**config.mk**
```make
export PLATFORM = sky130hd
export DESIGN_NAME = lptc_top
export DESIGN_NICKNAME = d
export VERILOG_FILES = /design/src/lptc_pkg.sv /design/src/lptc_persist.sv /design/src/lptc_top.sv
export VERILOG_INCLUDE_DIRS = /design/src
export SDC_FILE = /design/constraint.sdc
export NUM_CORES = 1
export LEC_CHECK = 0
export ABC_CLOCK_PERIOD_IN_PS = 3100
export BUFFER_PORTS_ARGS = -buffer_cell sky130_fd_sc_hd__buf_2
export CORE_MARGIN = 2
export CORE_UTILIZATION = 54
export DETAILED_ROUTE_END_ITERATION = 16
export PLACE_DENSITY_LB_ADDON = 0.05
export SETUP_SLACK_MARGIN = 0.3
export SLEW_MARGIN = 20
export SYNTH_ARGS = -nofsm -noshare
export SYNTH_HDL_FRONTEND = slang
export SYNTH_SLANG_ARGS = --single-unit
```
**constraint.sdc**
```tcl
create_clock -name clk -period 3.1 [get_ports clk]
set_input_delay 0.465 -clock clk [delete_from_list [all_inputs] [get_ports clk]]
set_output_delay 0.465 -clock clk [all_outputs]
set_load 0.01 [all_outputs]
```
**src/lptc_params.svh**
```systemverilog
// offsets, field positions, reset values and counts of the threshold bank
`ifndef LPTC_PARAMS_SVH
`define LPTC_PARAMS_SVH

`define LPTC_ADDR_LIGHT_LOW_LO 8'h84
`define LPTC_ADDR_LIGHT_LOW_HI 8'h85
`define LPTC_ADDR_LIGHT_HIGH_LO 8'h86
`define LPTC_ADDR_LIGHT_HIGH_HI 8'h87
`define LPTC_ADDR_NEAR_LOW_LO 8'h88
`define LPTC_ADDR_NEAR_LOW_HI 8'h89
`define LPTC_ADDR_NEAR_HIGH_LO 8'h8a
`define LPTC_ADDR_NEAR_HIGH_HI 8'h8b

`define LPTC_RESET_BYTE 8'h00
`define LPTC_UNMAPPED_READ 8'h00
`define LPTC_CONFIG_SIX_APC_OFF_BIT 6
`define LPTC_NEAR_HI_FIELD_MSB 5
`define LPTC_NEAR_SHORT_MSB 9
`define LPTC_NEAR_SHORT_LSB 2
`define LPTC_LIGHT_PERS_LINEAR_TOP 4'h3
`define LPTC_LIGHT_PERS_STEP 6'h05
`define LPTC_REG_COUNT 8

`endif

```
**src/lptc_pkg.sv**
```systemverilog
// types shared by the threshold bank and its persistence counters
package lptc_pkg;

   // one access from the serial register port
   typedef struct packed {
      logic write;
      logic read;
      logic [7:0] addr;
      logic [7:0] data;
   } lptc_reg_req_t;

   // one completed conversion
   typedef struct packed {
      logic valid;
      logic [15:0] value;
   } lptc_sample_t;

   // state of a persistence counter
   typedef struct packed {
      logic [5:0] count;
   } lptc_pers_state_t;

   // state of the threshold bank
   typedef struct packed {
      logic [7:0][7:0] regByte;
      logic [15:0] lightLowActive;
      logic [15:0] lightHighActive;
      logic [13:0] nearLowActive;
      logic [13:0] nearHighActive;
      logic [7:0] readData;
      logic lightFlag;
      logic nearFlag;
   } lptc_state_t;

endpackage

```
**src/lptc_persist.sv**
```systemverilog
// consecutive out-of-window counter that fires on reaching its target
`timescale 1ns/10ps
`include "lptc_params.svh"

module lptc_persist #(
   parameter int CNT_W = 6
) (
   // clock and reset
   input wire logic clk,
   input wire logic rst_b,
   // one result per conversion
   input wire logic sampleValid,
   input wire logic outside,
   // target count, zero fires on every conversion
   input wire logic [5:0] target,
   // one-cycle pulse in the conversion cycle
   output logic fire
);

   generate
      if (CNT_W != 6) begin : g_bad_width
         $error("lptc_persist needs CNT_W of 6 to reach a count of 60");
      end
   endgenerate

   lptc_pkg::lptc_pers_state_t state;
   lptc_pkg::lptc_pers_state_t next_state;
   logic [5:0] bumped;

   always_comb begin
      next_state = state;
      bumped = (state.count == 6'h3f) ? state.count : state.count + 6'h01;
      fire = 1'b0;
      if (sampleValid) begin
         if (outside) begin
            next_state.count = bumped;
         end else begin
            next_state.count = 6'h00;
         end
         if (target == 6'h00) begin
            fire = 1'b1;
         end else if (outside && bumped == target &&
               state.count != target) begin
            fire = 1'b1;
         end
      end
   end

   always_ff @(posedge clk) begin
      if (!rst_b) begin
         state <= '0;
      end else begin
         state <= next_state;
      end
   end

endmodule // lptc_persist

```
**src/lptc_top.sv**
```systemverilog
// light and proximity threshold registers with window compare
// What this block does
// - lower light threshold is bytes 0x84 low, 0x85 high, unsigned
// - upper light threshold is bytes 0x86 low, 0x87 high, unsigned
// - light value below lower threshold with persistence met sets light flag
// - light value above upper threshold with persistence met sets light flag
// - light flag with light enable drives the interrupt pin
// - low byte waits in a shadow; high byte write latches both together, except near bytes with auto pulse off
// - auto pulse on: lower near threshold is 0x89[5:0] over 0x88
// - auto pulse on: upper near threshold is 0x8b[5:0] over 0x8a
// - near result below lower threshold with persistence met sets near flag
// - near result above upper threshold with persistence met sets near flag
// - near flag with near enable drives the interrupt pin
// - config six bit 6 set turns auto pulse off, result is 10-bit
// - auto pulse off: low-byte registers compare with result bits 9:2
// - near out-of-window count clears inside, fires on equal to setting
// - light out-of-window count clears inside, fires on equal, up to 60
`timescale 1ns/10ps
`include "lptc_params.svh"

module lptc_top #(
   parameter int LIGHT_W = 16,
   parameter int NEAR_W = 14,
   parameter int CNT_W = 6
) (
   // clock and reset
   input wire logic clk,
   input wire logic rst_b,
   // serial register port, already decoded to byte accesses
   input wire lptc_pkg::lptc_reg_req_t regReq,
   output logic [7:0] regReadData,
   // converter results, valid for one cycle per conversion
   input wire lptc_pkg::lptc_sample_t lightSample,
   input wire lptc_pkg::lptc_sample_t nearSample,
   // configuration held elsewhere
   input wire logic [3:0] lightPersistence,
   input wire logic [3:0] nearPersistence,
   input wire logic [7:0] configSix,
   input wire logic lightIrqEnable,
   input wire logic nearIrqEnable,
   // flag clears, one-cycle pulses
   input wire logic lightIrqClear,
   input wire logic nearIrqClear,
   // status and interrupt pin
   output logic lightIrqFlag,
   output logic nearIrqFlag,
   output logic intPin_b,
   output logic intPinOe
);

   generate
      if (LIGHT_W != 16 || NEAR_W != 14) begin : g_bad_width
         $error("lptc_top serves only 16-bit light and 14-bit near data");
      end
   endgenerate

   // byte index of a mapped address, valid flag in the top bit
   function automatic logic [3:0] regIndex(input logic [7:0] addr);
      logic [3:0] idx;
      idx = 4'h0;
      case (addr)
         `LPTC_ADDR_LIGHT_LOW_LO: idx = 4'h8;
         `LPTC_ADDR_LIGHT_LOW_HI: idx = 4'h9;
         `LPTC_ADDR_LIGHT_HIGH_LO: idx = 4'ha;
         `LPTC_ADDR_LIGHT_HIGH_HI: idx = 4'hb;
         `LPTC_ADDR_NEAR_LOW_LO: idx = 4'hc;
         `LPTC_ADDR_NEAR_LOW_HI: idx = 4'hd;
         `LPTC_ADDR_NEAR_HIGH_LO: idx = 4'he;
         `LPTC_ADDR_NEAR_HIGH_HI: idx = 4'hf;
         default: idx = 4'h0;
      endcase
      return idx;
   endfunction

   // light persistence code to consecutive count
   function automatic logic [5:0] lightTarget(input logic [3:0] code);
      logic [5:0] steps;
      steps = 6'h00;
      if (code <= `LPTC_LIGHT_PERS_LINEAR_TOP) begin
         lightTarget = {2'b00, code};
      end else begin
         steps = {2'b00, code - `LPTC_LIGHT_PERS_LINEAR_TOP};
         lightTarget = 6'(steps * `LPTC_LIGHT_PERS_STEP);
      end
   endfunction

   // register byte positions
   localparam logic [2:0] IDX_LL_LO = 3'd0;
   localparam logic [2:0] IDX_LL_HI = 3'd1;
   localparam logic [2:0] IDX_LH_LO = 3'd2;
   localparam logic [2:0] IDX_LH_HI = 3'd3;
   localparam logic [2:0] IDX_NL_LO = 3'd4;
   localparam logic [2:0] IDX_NL_HI = 3'd5;
   localparam logic [2:0] IDX_NH_LO = 3'd6;
   localparam logic [2:0] IDX_NH_HI = 3'd7;

   lptc_pkg::lptc_state_t state;
   lptc_pkg::lptc_state_t next_state;

   logic [3:0] accessIdx;
   logic accessHit;
   logic [2:0] byteIdx;
   logic apcOff;
   logic [13:0] nearValue;
   logic [13:0] nearLowCmp;
   logic [13:0] nearHighCmp;
   logic lightOutside;
   logic nearOutside;
   logic lightFire;
   logic nearFire;

   assign accessIdx = regIndex(regReq.addr);
   assign accessHit = accessIdx[3];
   assign byteIdx = accessIdx[2:0];
   assign apcOff = configSix[`LPTC_CONFIG_SIX_APC_OFF_BIT];

   // window compares on the present conversion
   always_comb begin
      nearValue = nearSample.value[13:0];
      nearLowCmp = state.nearLowActive;
      nearHighCmp = state.nearHighActive;
      if (apcOff) begin
         // short result: upper eight of ten bits against the low bytes
         nearValue = {6'h00,
            nearSample.value[`LPTC_NEAR_SHORT_MSB:`LPTC_NEAR_SHORT_LSB]};
         nearLowCmp = {6'h00, state.regByte[IDX_NL_LO]};
         nearHighCmp = {6'h00, state.regByte[IDX_NH_LO]};
      end
      lightOutside = (lightSample.value < state.lightLowActive) ||
         (lightSample.value > state.lightHighActive);
      nearOutside = (nearValue < nearLowCmp) ||
         (nearValue > nearHighCmp);
   end

   lptc_persist #(
      .CNT_W(CNT_W)
   ) u_light_persist (
      .clk(clk),
      .rst_b(rst_b),
      .sampleValid(lightSample.valid),
      .outside(lightOutside),
      .target(lightTarget(lightPersistence)),
      .fire(lightFire)
   );

   lptc_persist #(
      .CNT_W(CNT_W)
   ) u_near_persist (
      .clk(clk),
      .rst_b(rst_b),
      .sampleValid(nearSample.valid),
      .outside(nearOutside),
      .target({2'b00, nearPersistence}),
      .fire(nearFire)
   );

   always_comb begin
      next_state = state;
      // register write path
      if (regReq.write && accessHit) begin
         next_state.regByte[byteIdx] = regReq.data;
         case (byteIdx)
            IDX_LL_HI: begin
               next_state.lightLowActive =
                  {regReq.data, state.regByte[IDX_LL_LO]};
            end
            IDX_LH_HI: begin
               next_state.lightHighActive =
                  {regReq.data, state.regByte[IDX_LH_LO]};
            end
            IDX_NL_HI: begin
               next_state.nearLowActive =
                  {regReq.data[`LPTC_NEAR_HI_FIELD_MSB:0],
                   state.regByte[IDX_NL_LO]};
            end
            IDX_NH_HI: begin
               next_state.nearHighActive =
                  {regReq.data[`LPTC_NEAR_HI_FIELD_MSB:0],
                   state.regByte[IDX_NH_LO]};
            end
            default: begin
            end
         endcase
      end
      // read path, registered
      if (regReq.read) begin
         if (accessHit) begin
            next_state.readData = state.regByte[byteIdx];
         end else begin
            next_state.readData = `LPTC_UNMAPPED_READ;
         end
      end
      // sticky flags, a set beats a clear in the same cycle
      if (lightIrqClear) begin
         next_state.lightFlag = 1'b0;
      end
      if (lightFire) begin
         next_state.lightFlag = 1'b1;
      end
      if (nearIrqClear) begin
         next_state.nearFlag = 1'b0;
      end
      if (nearFire) begin
         next_state.nearFlag = 1'b1;
      end
   end

   always_ff @(posedge clk) begin
      if (!rst_b) begin
         state.regByte <= {`LPTC_REG_COUNT{`LPTC_RESET_BYTE}};
         state.lightLowActive <= 16'h0000;
         state.lightHighActive <= 16'h0000;
         state.nearLowActive <= 14'h0000;
         state.nearHighActive <= 14'h0000;
         state.readData <= 8'h00;
         state.lightFlag <= 1'b0;
         state.nearFlag <= 1'b0;
      end else begin
         state <= next_state;
      end
   end

   assign regReadData = state.readData;
   assign lightIrqFlag = state.lightFlag;
   assign nearIrqFlag = state.nearFlag;
   // open-drain pin pulled low while an enabled flag stands
   assign intPinOe = (state.lightFlag && lightIrqEnable) ||
      (state.nearFlag && nearIrqEnable);
   assign intPin_b = 1'b0;

endmodule // lptc_top

```
==> results.md, run 1 <==
- Initial core utilization: 0.5539
- Hpwl dp: 15630 µm
- Lkg Pwr: 3.730 nW
- WP data required: 3.43 ns
- Tmin final: around 2.7 ns
- DP Area: 8885 µm²
- Status: complete, no violations
- Gpl congestion: 0.8580
- Total CTS buffers: 17
- HP Class: primary input to flop
- CP cell instances: buf_2 -> ha_1 -> ha_1 -> ha_2 -> fa_2 -> xnor2_1 -> a31oi_1 -> o32ai_1 -> a311oi_1 -> a31oi_1 -> o32ai_1
- Worst path bufs/invs: 1
- Clock tree buffer depth: 2
- Port Buf Inserts: 75
- Setup Fix Bufs, Post-CTS: 0
- DRC Markers: 0
- Clk pin slew, worst setup/hold paths: 0.06 ns
- Via count: 7394
- Final wirelength: about 22000 µm
- Slew Limit Fails: 0
- Die height: 128.9 µm
- Post-synth EDFFs: 0
- Cts-stage hold buffer count: 0
- Initial antenna violation count: 0
- Final nets: 1206
- Delay-heaviest family, CP: adder cells
- Largest net degree at the start of global routing: 63
- Max-cap violations: 0
- Worst Tran Pin Value: 0.7854 ns
- Post-synth ARST share: 0
- RSZ-0062 raised after global routing: true
- Total track usage: 0.2692
- Top Ports: 86
- Critical Path Sink Type: flop
- Rows: between 40 and 50
- Worst slack, placed: -0.04050 ns
- Drt wl/cell: between 15 and 20 µm
- CTS tree: yes
- First-pass GRT wire length: 34890 µm
- Die Wd: 128.9 µm
- Vias in the first global route: between 6000 and 7000
- DRT iter0 DRCs: 511
- Max frequency: 366.7 MHz
- Post-route cell area: between 9000 and 10000 µm²
- Total gr overflow: 0
- Crit Path Class: primary input to flop
- VDD IR-drop max: 0.3790 mV
- Count of unique library cells instantiated by Yosys: 74
- TNS Setup: 0 ns
- Core ar.: 15200 µm²
- Relative slew slack: 0.4698
- Worst setup margin: 0.3732 ns
- Die Area: approximately 17000 µm²
- H-tree levels: 4
- Max FO, Critical Path: 8
- Cell at the slowest stage of the critical path: fa_2
- Final Cycle Share: 0.8796
- Post-synthesis cell count: ~1000
- Root Buffer: clkbuf_16
- Final setup vio count: 0
- Critical Path Start Type: primary input
- Main synth FF type: dfxtp_1
- Diodes inserted: 0
- Post-DRT Antenna Nets: 0
- Clock Latency Late Sink: 0.42 ns
- Final Hold Vio Count: 0
- Power density cells: 468.9 nW/µm²
- Seq cells post-synth: 146
- Final Skew: 0.005897 ns
- DRT Pass-1 Iters: 5
- Syn nets: 1161
- CP arrival: 3.05 ns
- Yosys warning count: 0
- Max incr delay on CP: 0.63 ns
- Sequential fraction of the synthesis area: 0.3471
- Vias/cell: 5.831
- Share of layout cells above drive strength 1: 0.1704
- Synth-to-layout area growth: 12.75%
- Post-synthesis cell area: 8421 µm²
- Mean cell area of the mapped netlist: 8.239 µm²
- Clk sink count: 146
-- layer usage --
metal | GRT usage | part of all wire | wire [µm] | vias up
met2 | 0.4040 | 0.43 | 9400 | 213
met4 | 0.06010 | 0.011 | 248 | 0
met3 | 0.04324 | 0.058 | 1266 | 21
met5 | 0 | 0 | 0 | -
met1 | 0.4066 | 0.50 | 10870 | 3480
li1 | - | - | - | 3680
-- state kept, by name (all words and copies together), names as in the netlist --
register,count
nearIrqFlag,1
state,124
regReadData,8
u_light_persist.state,6
lightIrqFlag,1
u_near_persist.state,6
-- tightest hold or removal path: cells and delay by family --
kind | cells | cell delay (ns)
AO/OA/AOI/OAI | 2 | 0.12
buffers and inverters | 1 | 0.08
AND/OR/NAND/NOR | 1 | 0.06
-- what timing repair did --
action / 4_1_cts / 5_1_grt
setup endpoints to repair: 0 / 4
resized for setup: 0 / 3
endpoints found under the hold margin: 0 / 0
-- final timing paths --
path | slack, ns | startpoint | depth (start not counted) | end
setup / recovery | 0.37 | lightPersistence[0] | 11 | lightIrqFlag$_SDFFE_PN0P_
hold / removal | 0.35 | nearIrqClear | 4 | nearIrqFlag$_SDFFE_PN0P_
setup reg to reg | 0.49 | state[55]$_SDFFE_PN0P_ | 8 | u_light_persist.state[1]$_SDFFE_PN0P_
hold reg to reg | 0.45 | state[10]$_SDFFE_PN0P_ | 2 | state[10]$_SDFFE_PN0P_
-- where the power goes --
| part | internal (mW) | total (mW) | switching, mW |
|---|---|---|---|
| sequential | 1.88 | 1.90 | 0.0120 |
| clock | 1.26 | 2.06 | 0.805 |
| combinational | 0.205 | 0.491 | 0.286 |
| total | 3.35 | 4.45 | 1.10 |
-- synth_stat cells, drive strengths merged (3+ instances only) --
cell | number | area [µm²]
inv | 42 | 157.7
clkbuf | 46 | 175.2
nand2b | 16 | 100.1
a21oi | 128 | 685.7
nand4 | 14 | 87.58
or2 | 3 | 18.77
o311ai | 3 | 26.28
o21a | 4 | 30.03
buf | 27 | 170.2
mux2 | 8 | 90.09
nor3 | 9 | 78.83
nor2 | 62 | 242.7
dfxtp | 146 | 2923
o31ai | 9 | 67.56
nand3b | 3 | 22.52
nand2 | 198 | 778.2
ha | 64 | 800.8
and3 | 15 | 93.84
a211oi | 14 | 105.1
a21o | 3 | 22.52
nand3 | 17 | 85.08
or3 | 3 | 18.77
o211ai | 4 | 30.03
o22ai | 8 | 50.05
nor2b | 12 | 75.07
o21ai | 27 | 135.1
nor4 | 4 | 25.02
xnor2 | 10 | 87.58
mux4 | 6 | 135.1
and2 | 4 | 25.02
xor2 | 5 | 43.79
mux2i | 59 | 590.6
o32ai | 5 | 43.79
a31oi | 6 | 37.54
a22oi | 3 | 22.52
-- cell families (layout without fill, tap and decap cells) --
group                    Yosys count  count (layout)  share of synthesized area
AND/OR/NAND/NOR                  370             370                     0.2080
AO/OA/AOI/OAI                    237             237                     0.1747
other                              1               1                  0.0004453
XOR/XNOR                          15              15                    0.01560
multiplexers                      73              73                    0.09688
buffers and inverters            115             173                    0.05973
flip-flops                       146             146                     0.3471
adder cells (fa/ha/maj)           65              65                    0.09747
-- stage by stage --
stage               hold WS, ns    util  std cells  total power [mW]
floorplan                0.4263       -       1022             2.279
global placement         0.4374  0.5844       1236             2.414
detailed placement       0.4422  0.5844       1236             2.419
CTS                      0.3254  0.6239       1268             4.474
global route             0.3630  0.6245       1268             4.615
finish                   0.3484  0.6245       1268             4.451
-- final cells by class --
class	count	area [µm²]
Clock inverter	10	125.1
Tap cell	188	235.2
Multi-Input combinational cell	761	5019
Fill cell	1392	5708
Timing Repair Buffer	99	558.0
Sequential cell	146	2923
Inverter	42	160.2
Clock buffer	22	474.2
-- cells in the final DEF, fill, tap and decap left out, types with 8 or more instances in the layout --
master / instances
a211oi_1: 13
a21oi_1: 114
a21oi_2: 14
and3_1: 15
buf_2: 74
buf_4: 24
clkbuf_16: 17
dfxtp_1: 146
ha_1: 63
inv_1: 41
mux2_2: 8
mux2i_1: 59
nand2_1: 188
nand2_2: 8
nand2b_1: 16
nand3_1: 17
nand4_1: 14
nor2_1: 60
nor2b_1: 12
o21ai_0: 24
o22ai_1: 8
o31ai_1: 9
xnor2_1: 10
No activity file was read; power rests on OpenSTA's default activity.
==> run 2: changes to the inputs <==
--- a/config.mk
+++ b/config.mk
@@ -7,5 +7,5 @@
 export NUM_CORES = 1
 export LEC_CHECK = 0
-export ABC_CLOCK_PERIOD_IN_PS = 3100
+export ABC_CLOCK_PERIOD_IN_PS = 2460
 export BUFFER_PORTS_ARGS = -buffer_cell sky130_fd_sc_hd__buf_2
 export CORE_MARGIN = 2
==> constraint.sdc (replaced) <==
create_clock -name clk -period 2.46 [get_ports clk]
set_input_delay 0.369 -clock clk [delete_from_list [all_inputs] [get_ports clk]]
set_output_delay 0.369 -clock clk [all_outputs]
set_load 0.02 [all_outputs]
==> results.md, run 2 (synthesis results as in run 1) <==
- Critical Path Sink Type: flop
- Worst setup margin: -0.01631 ns (-0.3895 ns)
- Power density cells: 552.2 nW/µm² (+18%)
- Final wirelength: 22720 µm (+4.3%)
- CP endpoint: lightIrqFlag$_SDFFE_PN0P_
- Beginning of the critical path: lightPersistence[0]
- # placed instances: 1256 (+1.6%)
- Worst path depth: 11 (unchanged)
- Hold WS: 0.2416 ns (-0.1068 ns)
- Worst R2R Start: state[48]$_SDFFE_PN0P_
- Number of flip-flops in the largest register: 124 (unchanged)
- Final Skew: 0.008721 ns (+0.002824 ns)
- HP Class: primary input to flop
- Final Cycle Share: 1.007
- Cell at the slowest stage of the critical path: fa_2
- Core ar.: 15200 µm² (unchanged)
- CP arrival: 2.80 ns (-0.25 ns)
- DRC Markers: 0 (unchanged)
- R2R setup slack: 0.28 ns (-0.21 ns)
- Crit Path Class: primary input to flop
- Cts-stage hold buffer count: 0 (unchanged)
- First-pass GRT wire length: 34870 µm (about the same)
- Status: finished, violations left
- CTS tree: yes
- Via count: 7576 (+2.5%)
- Vias in the first global route: 6641 (-2.1%)
- Failing checks: setup timing
- Total CTS buffers: 17 (unchanged)
- Gpl congestion: 0.8311 (-3.1%)
- Drt wl/cell: 17.50 µm (+1.9%)
- Clk sink count: 146 (unchanged)
- Final Hold Vio Count: 0 (unchanged)
- Top Ports: 86 (unchanged)
- Lkg Pwr: 4.041 nW (+8.3%)
- Total gr overflow: 0 (unchanged)
- CP cell instances: buf_2 -> ha_1 -> ha_1 -> ha_2 -> fa_2 -> xnor2_1 -> a31oi_1 -> o32ai_1 -> a311oi_1 -> a31oi_1 -> o32ai_1
- Critical Path Start Type: primary input
- H-tree levels: 4 (unchanged)
- Clk pin slew, worst setup/hold paths: 0.06 ns (about the same)
- Slew Limit Fails: 0 (unchanged)
- R2r worst-path depth: 8 (unchanged)
- Non-Filler Instances: 1298 (+2.4%)
- Die Wd: 128.9 µm (unchanged)
- Fill count: 1310 (-5.9%)
- Worst Tran Pin Value: 0.6772 ns (-0.1081 ns)
- VDD IR-drop max: 0.4573 mV (+21%)
- Worst path bufs/invs: 1 (unchanged)
- DP Area: 9300 µm² (+4.7%)
- Largest net degree at the start of global routing: 125 (+98%)
- Max incr delay on CP: 0.60 ns (-0.03 ns)
- Final setup vio count: 1 (+1)
- R2r endpoint: u_light_persist.state[1]$_SDFFE_PN0P_
- Die height: 128.9 µm (unchanged)
- Share of layout cells above drive strength 1: 0.2541 (+0.08368)
- Worst slack, placed: -0.5274 ns (-0.4869 ns)
- Hpwl dp: 15880 µm (+1.6%)
- Commonest non-fill, non-tap cell in the layout: nand2_1
- Max frequency: ~400 MHz
- Most flops, register: state
- Relative slew slack: 0.5468 (+0.07707)
- Post-DRT Antenna Nets: 0 (unchanged)
- Clock tree buffer depth: 2 (unchanged)
- TNS Setup: -0.01631 ns (-0.01631 ns)
- DRT Pass-1 Iters: 5 (unchanged)
- Root Buffer: clkbuf_16
- Initial core utilization: 0.5539 (unchanged)
- Final nets: 1236 (+2.5%)
- Max FO, Critical Path: 6 (-2)
- Area of the multi-input gates: 5455 µm² (+8.7%)
- Post-route cell area: 10350 µm² (+9.0%)
- Clock Latency Late Sink: 0.42 ns (about the same)
- Layout Utilization: 0.6808 (+0.05630)
- Port Buf Inserts: 75 (unchanged)
- Delay-heaviest family, CP: adder cells
- Rows: 45 (unchanged)
- Max-cap violations: 0 (unchanged)
- Tmin final: 2.476 ns
- DRT iter0 DRCs: 559 (+9.4%)
- Diodes inserted: 0 (unchanged)
- Synth-to-layout area growth: 22.91%
- Tot Pwr: 5.715 mW (+28%)
- Register area: 2944 µm² (+0.73%)
- WP data required: 2.79 ns (-0.64 ns)
- Total track usage: 0.2667 (-0.002485)
- Die Area: 16610 µm² (unchanged)
- Initial antenna violation count: 0 (unchanged)
- Most frequent cells in the layout: nand2_1, dfxtp_1, a21oi_1, buf_2, nor2_1
- RSZ-0062 raised after global routing: true
- Vias/cell: 5.837 (about the same)
==> run 2: cell types whose count changed in the layout (fill, tap and decap cells not counted), sizes merged <==
cell      before  now
clkinv         3    4
clkinvlp       3    4
clkbuf        23   22
buf           98  127
==> run 2: where the power goes <==
| group | leakage (nW) | internal (mW) | switching [mW] |
|---|---|---|---|
| logic | 2.58 | 0.344 | 0.407 |
| registers | 1.18 | 2.38 | 0.0165 |
| clock network | 0.279 | 1.55 | 1.02 |
==> run 2: what timing repair did <==
| item | in CTS | in global routing |
|---|---|---|
| pin swaps | 4 | 20 |
| buffers inserted | 0 | 8 |
| endpoints found under the hold margin | 0 | 0 |
| setup endpoints to repair | 8 | 14 |
| resized for setup | 12 | 63 |
| gates cloned | 0 | 2 |
==> run 2: layer usage <==
layer  up-vias  wire, µm  GRT usage
li1       3733         -          -
met4         0       218    0.04923
met3        16      1187    0.05114
met2       225     10270     0.4034
met1      3602     11050     0.3993
met5         -         0          0
==> run 2: cell type report <==
cell class                      instances  area share
Inverter                               42     0.01547
Clock inverter                         12     0.01269
Sequential cell                       146      0.2845
Timing Repair Buffer                  129     0.09345
Tap cell                              188     0.02273
Multi-Input combinational cell        761      0.5271
Clock buffer                           20     0.04412
==> run 2: worst min-delay path by stage <==
stage                                           start                              endpoint  slack [ns]  depth (start not counted)
after CTS                              nearSample[16]  u_near_persist.state[3]$_SDFFE_PN0P_        0.23                          2
after global routing                   nearSample[16]  u_near_persist.state[3]$_SDFFE_PN0P_        0.24                          2
after detailed placement  regReadData[5]$_SDFFE_PN0P_           regReadData[5]$_SDFFE_PN0P_        0.44                          2
after floorplan           regReadData[0]$_SDFFE_PN0P_           regReadData[0]$_SDFFE_PN0P_        0.43                          2
final                                  nearSample[16]  u_near_persist.state[3]$_SDFFE_PN0P_        0.24                          2
after global placement         state[17]$_SDFFE_PN0P_                state[17]$_SDFFE_PN0P_        0.44                          2
==> run 3: changes to the inputs <==
- ABC_AREA: not set -> 1
==> results.md, run 3 <==
- Crit Path Class: primary input to flop
- CP arrival: 2.48 ns (-0.32 ns)
- Hold WS: 0.1897 ns (-0.05192 ns)
- Synth top area share: 0.3550 (+0.007913)
- Relative slew slack: 0.6081 (+0.06122)
- Count of unique library cells instantiated by Yosys: 42 (-43%)
- Slew Limit Fails: 0 (unchanged)
- Most flops, register: state
- Status: complete, no violations
- First-pass GRT wire length: 34310 µm (-1.6%)
- Max-cap violations: 0 (unchanged)
- Final nets: 1404 (+14%)
- Yosys warning count: 0 (unchanged)
- Most frequent cells in the layout: nand2_1, a21oi_1, dfxtp_1, inv_1, o21ai_0
- Port Buf Inserts: 75 (unchanged)
- Worst Tran Pin Value: 0.5860 ns (-0.09124 ns)
- Worst slack, placed: -0.1670 ns (+0.3604 ns)
- Area of the multi-input gates: 4614 µm² (-15%)
- H-tree levels: 4 (unchanged)
- Die height: 127.5 µm (-1.1%)
- Synth area leader: dfxtp_1
- Rows: 45 (unchanged)
- Sw frac: 0.2487 (-0.004300)
- Worst setup margin: 0.3323 ns (+0.3486 ns)
- Final wirelength: 21210 µm (-6.7%)
- Clock tree buffer depth: 2 (unchanged)
- Clock share of power: 0.482 (+0.032)
- Clk sink count: 146 (unchanged)
- Total CTS buffers: 17 (unchanged)
- Cts-stage hold buffer count: 0 (unchanged)
- Lkg Pwr: 4.052 nW (+0.28%)
- DRT Pass-1 Iters: 5 (unchanged)
- Main synth FF type: dfxtp_1
- Fill count: 1423 (+8.6%)
- Register area: 2924 µm² (-0.68%)
- Post-synth EDFFs: 0 (unchanged)
- Largest cells by area after synthesis: dfxtp_1, nand2_1, ha_1, a21oi_1, inv_1
- Core ar.: 15030 µm² (-1.1%)
- Hpwl dp: 15550 µm (-2.1%)
- CTS tree: yes
- Drt wl/cell: 14.47 µm (-17%)
- Leading cell type by number of instances after synthesis: nand2_1
- Post-route cell area: 9574 µm² (-7.5%)
- Max FO, Critical Path: 3 (-3)
- Final Cycle Share: 0.8649 (-0.1417)
- Worst R2R Start: state[119]$_SDFFE_PN0P_
- Final Hold Vio Count: 0 (unchanged)
- Largest net degree at the start of global routing: 48 (-62%)
- Total track usage: 0.2648 (-0.001930)
- Critical Path Start Type: primary input
- Commonest non-fill, non-tap cell in the layout: nand2_1
- Min-delay src: lightIrqClear
- DRT iter0 DRCs: 564 (+0.89%)
- Number of flip-flops in the largest register: 124 (unchanged)
- Die Wd: 127.5 µm (-1.1%)
- Total gr overflow: 0 (unchanged)
- Final setup vio count: 0 (-1)
- Post-synth ARST share: 0 (unchanged)
- P_int: 4.372 mW (+2.4%)
- Post-synthesis cell area: 8233 µm² (-2.2%)
- Synth top cells by count: nand2_1, a21oi_1, dfxtp_1
- Sequential fraction of the synthesis area: 0.3550 (+0.007913)
- Flop pwr share: 0.409 (-0.010)
- Post-synthesis cell count: 1198 (+17%)
- HP Class: primary input to flop
- Die Area: 16250 µm² (-2.2%)
- Clock Latency Late Sink: 0.43 ns (about the same)
- Power density cells: 607.9 nW/µm² (+10%)
- VDD IR-drop max: 0.3461 mV (-24%)
- Clk pin slew, worst setup/hold paths: 0.06 ns (about the same)
- Final Skew: 0.007610 ns (-0.001111 ns)
- Root Buffer: clkbuf_16
- Logic pwr share: 0.108 (-0.023)
- Initial antenna violation count: 0 (unchanged)
- Psw: 1.448 mW (+0.10%)
- RSZ-0062 raised after global routing: true
- Critical Path Sink Type: flop
- DP Area: 8811 µm² (-5.3%)
- Gpl congestion: 0.8657 (+4.2%)
- Max frequency: 470.0 MHz (+16%)
- Post-DRT Antenna Nets: 0 (unchanged)
- TNS Setup: 0 ns (+0.01631 ns)
- Initial core utilization: 0.5476 (-0.006261)
- Seq cells post-synth: 146 (unchanged)
- Vias in the first global route: 6891 (+3.8%)
- Tmin final: 2.128 ns (-0.3486 ns)
- Beginning of the critical path: lightPersistence[0]
- Diodes inserted: 0 (unchanged)
- WP data required: 2.82 ns (+0.03 ns)
- Synth-to-layout area growth: 16.29%
- Vias/cell: 5.224 (-10%)
- Via count: 7659 (+1.1%)
- Syn nets: 1337 (+15%)
- DRC Markers: 0 (unchanged)
- Top Ports: 86 (unchanged)
- Share of layout cells above drive strength 1: 0.1448 (-0.1093)
- Mean cell area of the mapped netlist: 6.872 µm² (-17%)
-- run 3: changes by cell type after synthesis, moves of 15 or more --
cell	before	now
a21oi_1	116	159
and3_1	15	0
inv_1	42	118
mux2i_1	59	0
nand2_1	188	351
nand2b_1	16	0
o21ai_0	26	78
-- run 3: cells by family after synthesis --
family,Yosys count,synth area share
other cells,1,0.0004555
compound gates,291,0.1912
simple gates,495,0.2462
buf+inv,190,0.09681
xor+xnor,10,0.01064
flops,146,0.3550
fa+ha+maj,65,0.09970
-- run 3: area by class of cell --
class                           instances  area share
Tap cell                              188     0.02457
Clock buffer                           19     0.04626
Sequential cell                       146      0.3054
Timing Repair Buffer                  108     0.06939
Inverter                              130     0.05175
Clock inverter                         13     0.02065
Multi-Input combinational cell        862      0.4820
-- run 3: power by group through the flow --
stage	sequential (mW)	combinational, mW	clock, mW
6_report	2.38	0.629	2.81
5_1_grt	2.38	0.720	2.93
4_1_cts	2.38	0.602	2.83
3_5_place_dp	2.44	0.598	0
3_3_place_gp	2.44	0.587	0
2_1_floorplan	2.43	0.393	0
-- run 3: worst paths after layout --
kind	to	slack, ns	depth (start not counted)
worst max-delay path	lightIrqFlag$_SDFFE_PN0P_	0.33	16
worst min-delay path	lightIrqFlag$_SDFFE_PN0P_	0.19	4
worst max register to register	u_near_persist.state[0]$_SDFFE_PN0P_	0.48	14
worst min register to register	state[42]$_SDFFE_PN0P_	0.46	2
-- run 3: per-layer routing --
layer,global-route usage,vias up,share of wire
met1,0.3480,3411,0.47
met5,0,-,0
met3,0.04271,31,0.035
li1,-,4059,-
met4,0.09308,0,0.022
met2,0.4423,158,0.47
-- run 3: through the flow --
stage,cells,utilization,power [mW]
2_1_floorplan,1198,-,2.827
3_3_place_gp,1432,0.5861,3.023
3_5_place_dp,1432,0.5861,3.033
4_1_cts,1464,0.6289,5.819
5_1_grt,1466,0.6369,6.037
6_report,1466,0.6369,5.820
-- run 3: repair_timing --
item / CTS / global route
setup buffers: 0 / 2
pin swaps: 2 / 13
resized for setup: 1 / 29
setup endpoints to repair: 1 / 8
-- run 3: worst max-delay path, cell delays in order --
cell and delay [ns]:
buf_8 0.11, nand2_4 0.08, nand2_4 0.06, nand2_4 0.07
nand2_4 0.06, ha_4 0.24, ha_4 0.15, fa_2 0.56
nand2_2 0.07, xor2_1 0.16, nand3_1 0.09, nor2_1 0.09
nand3_1 0.08, nand2_1 0.10, nand2_1 0.06, a21oi_1 0.12
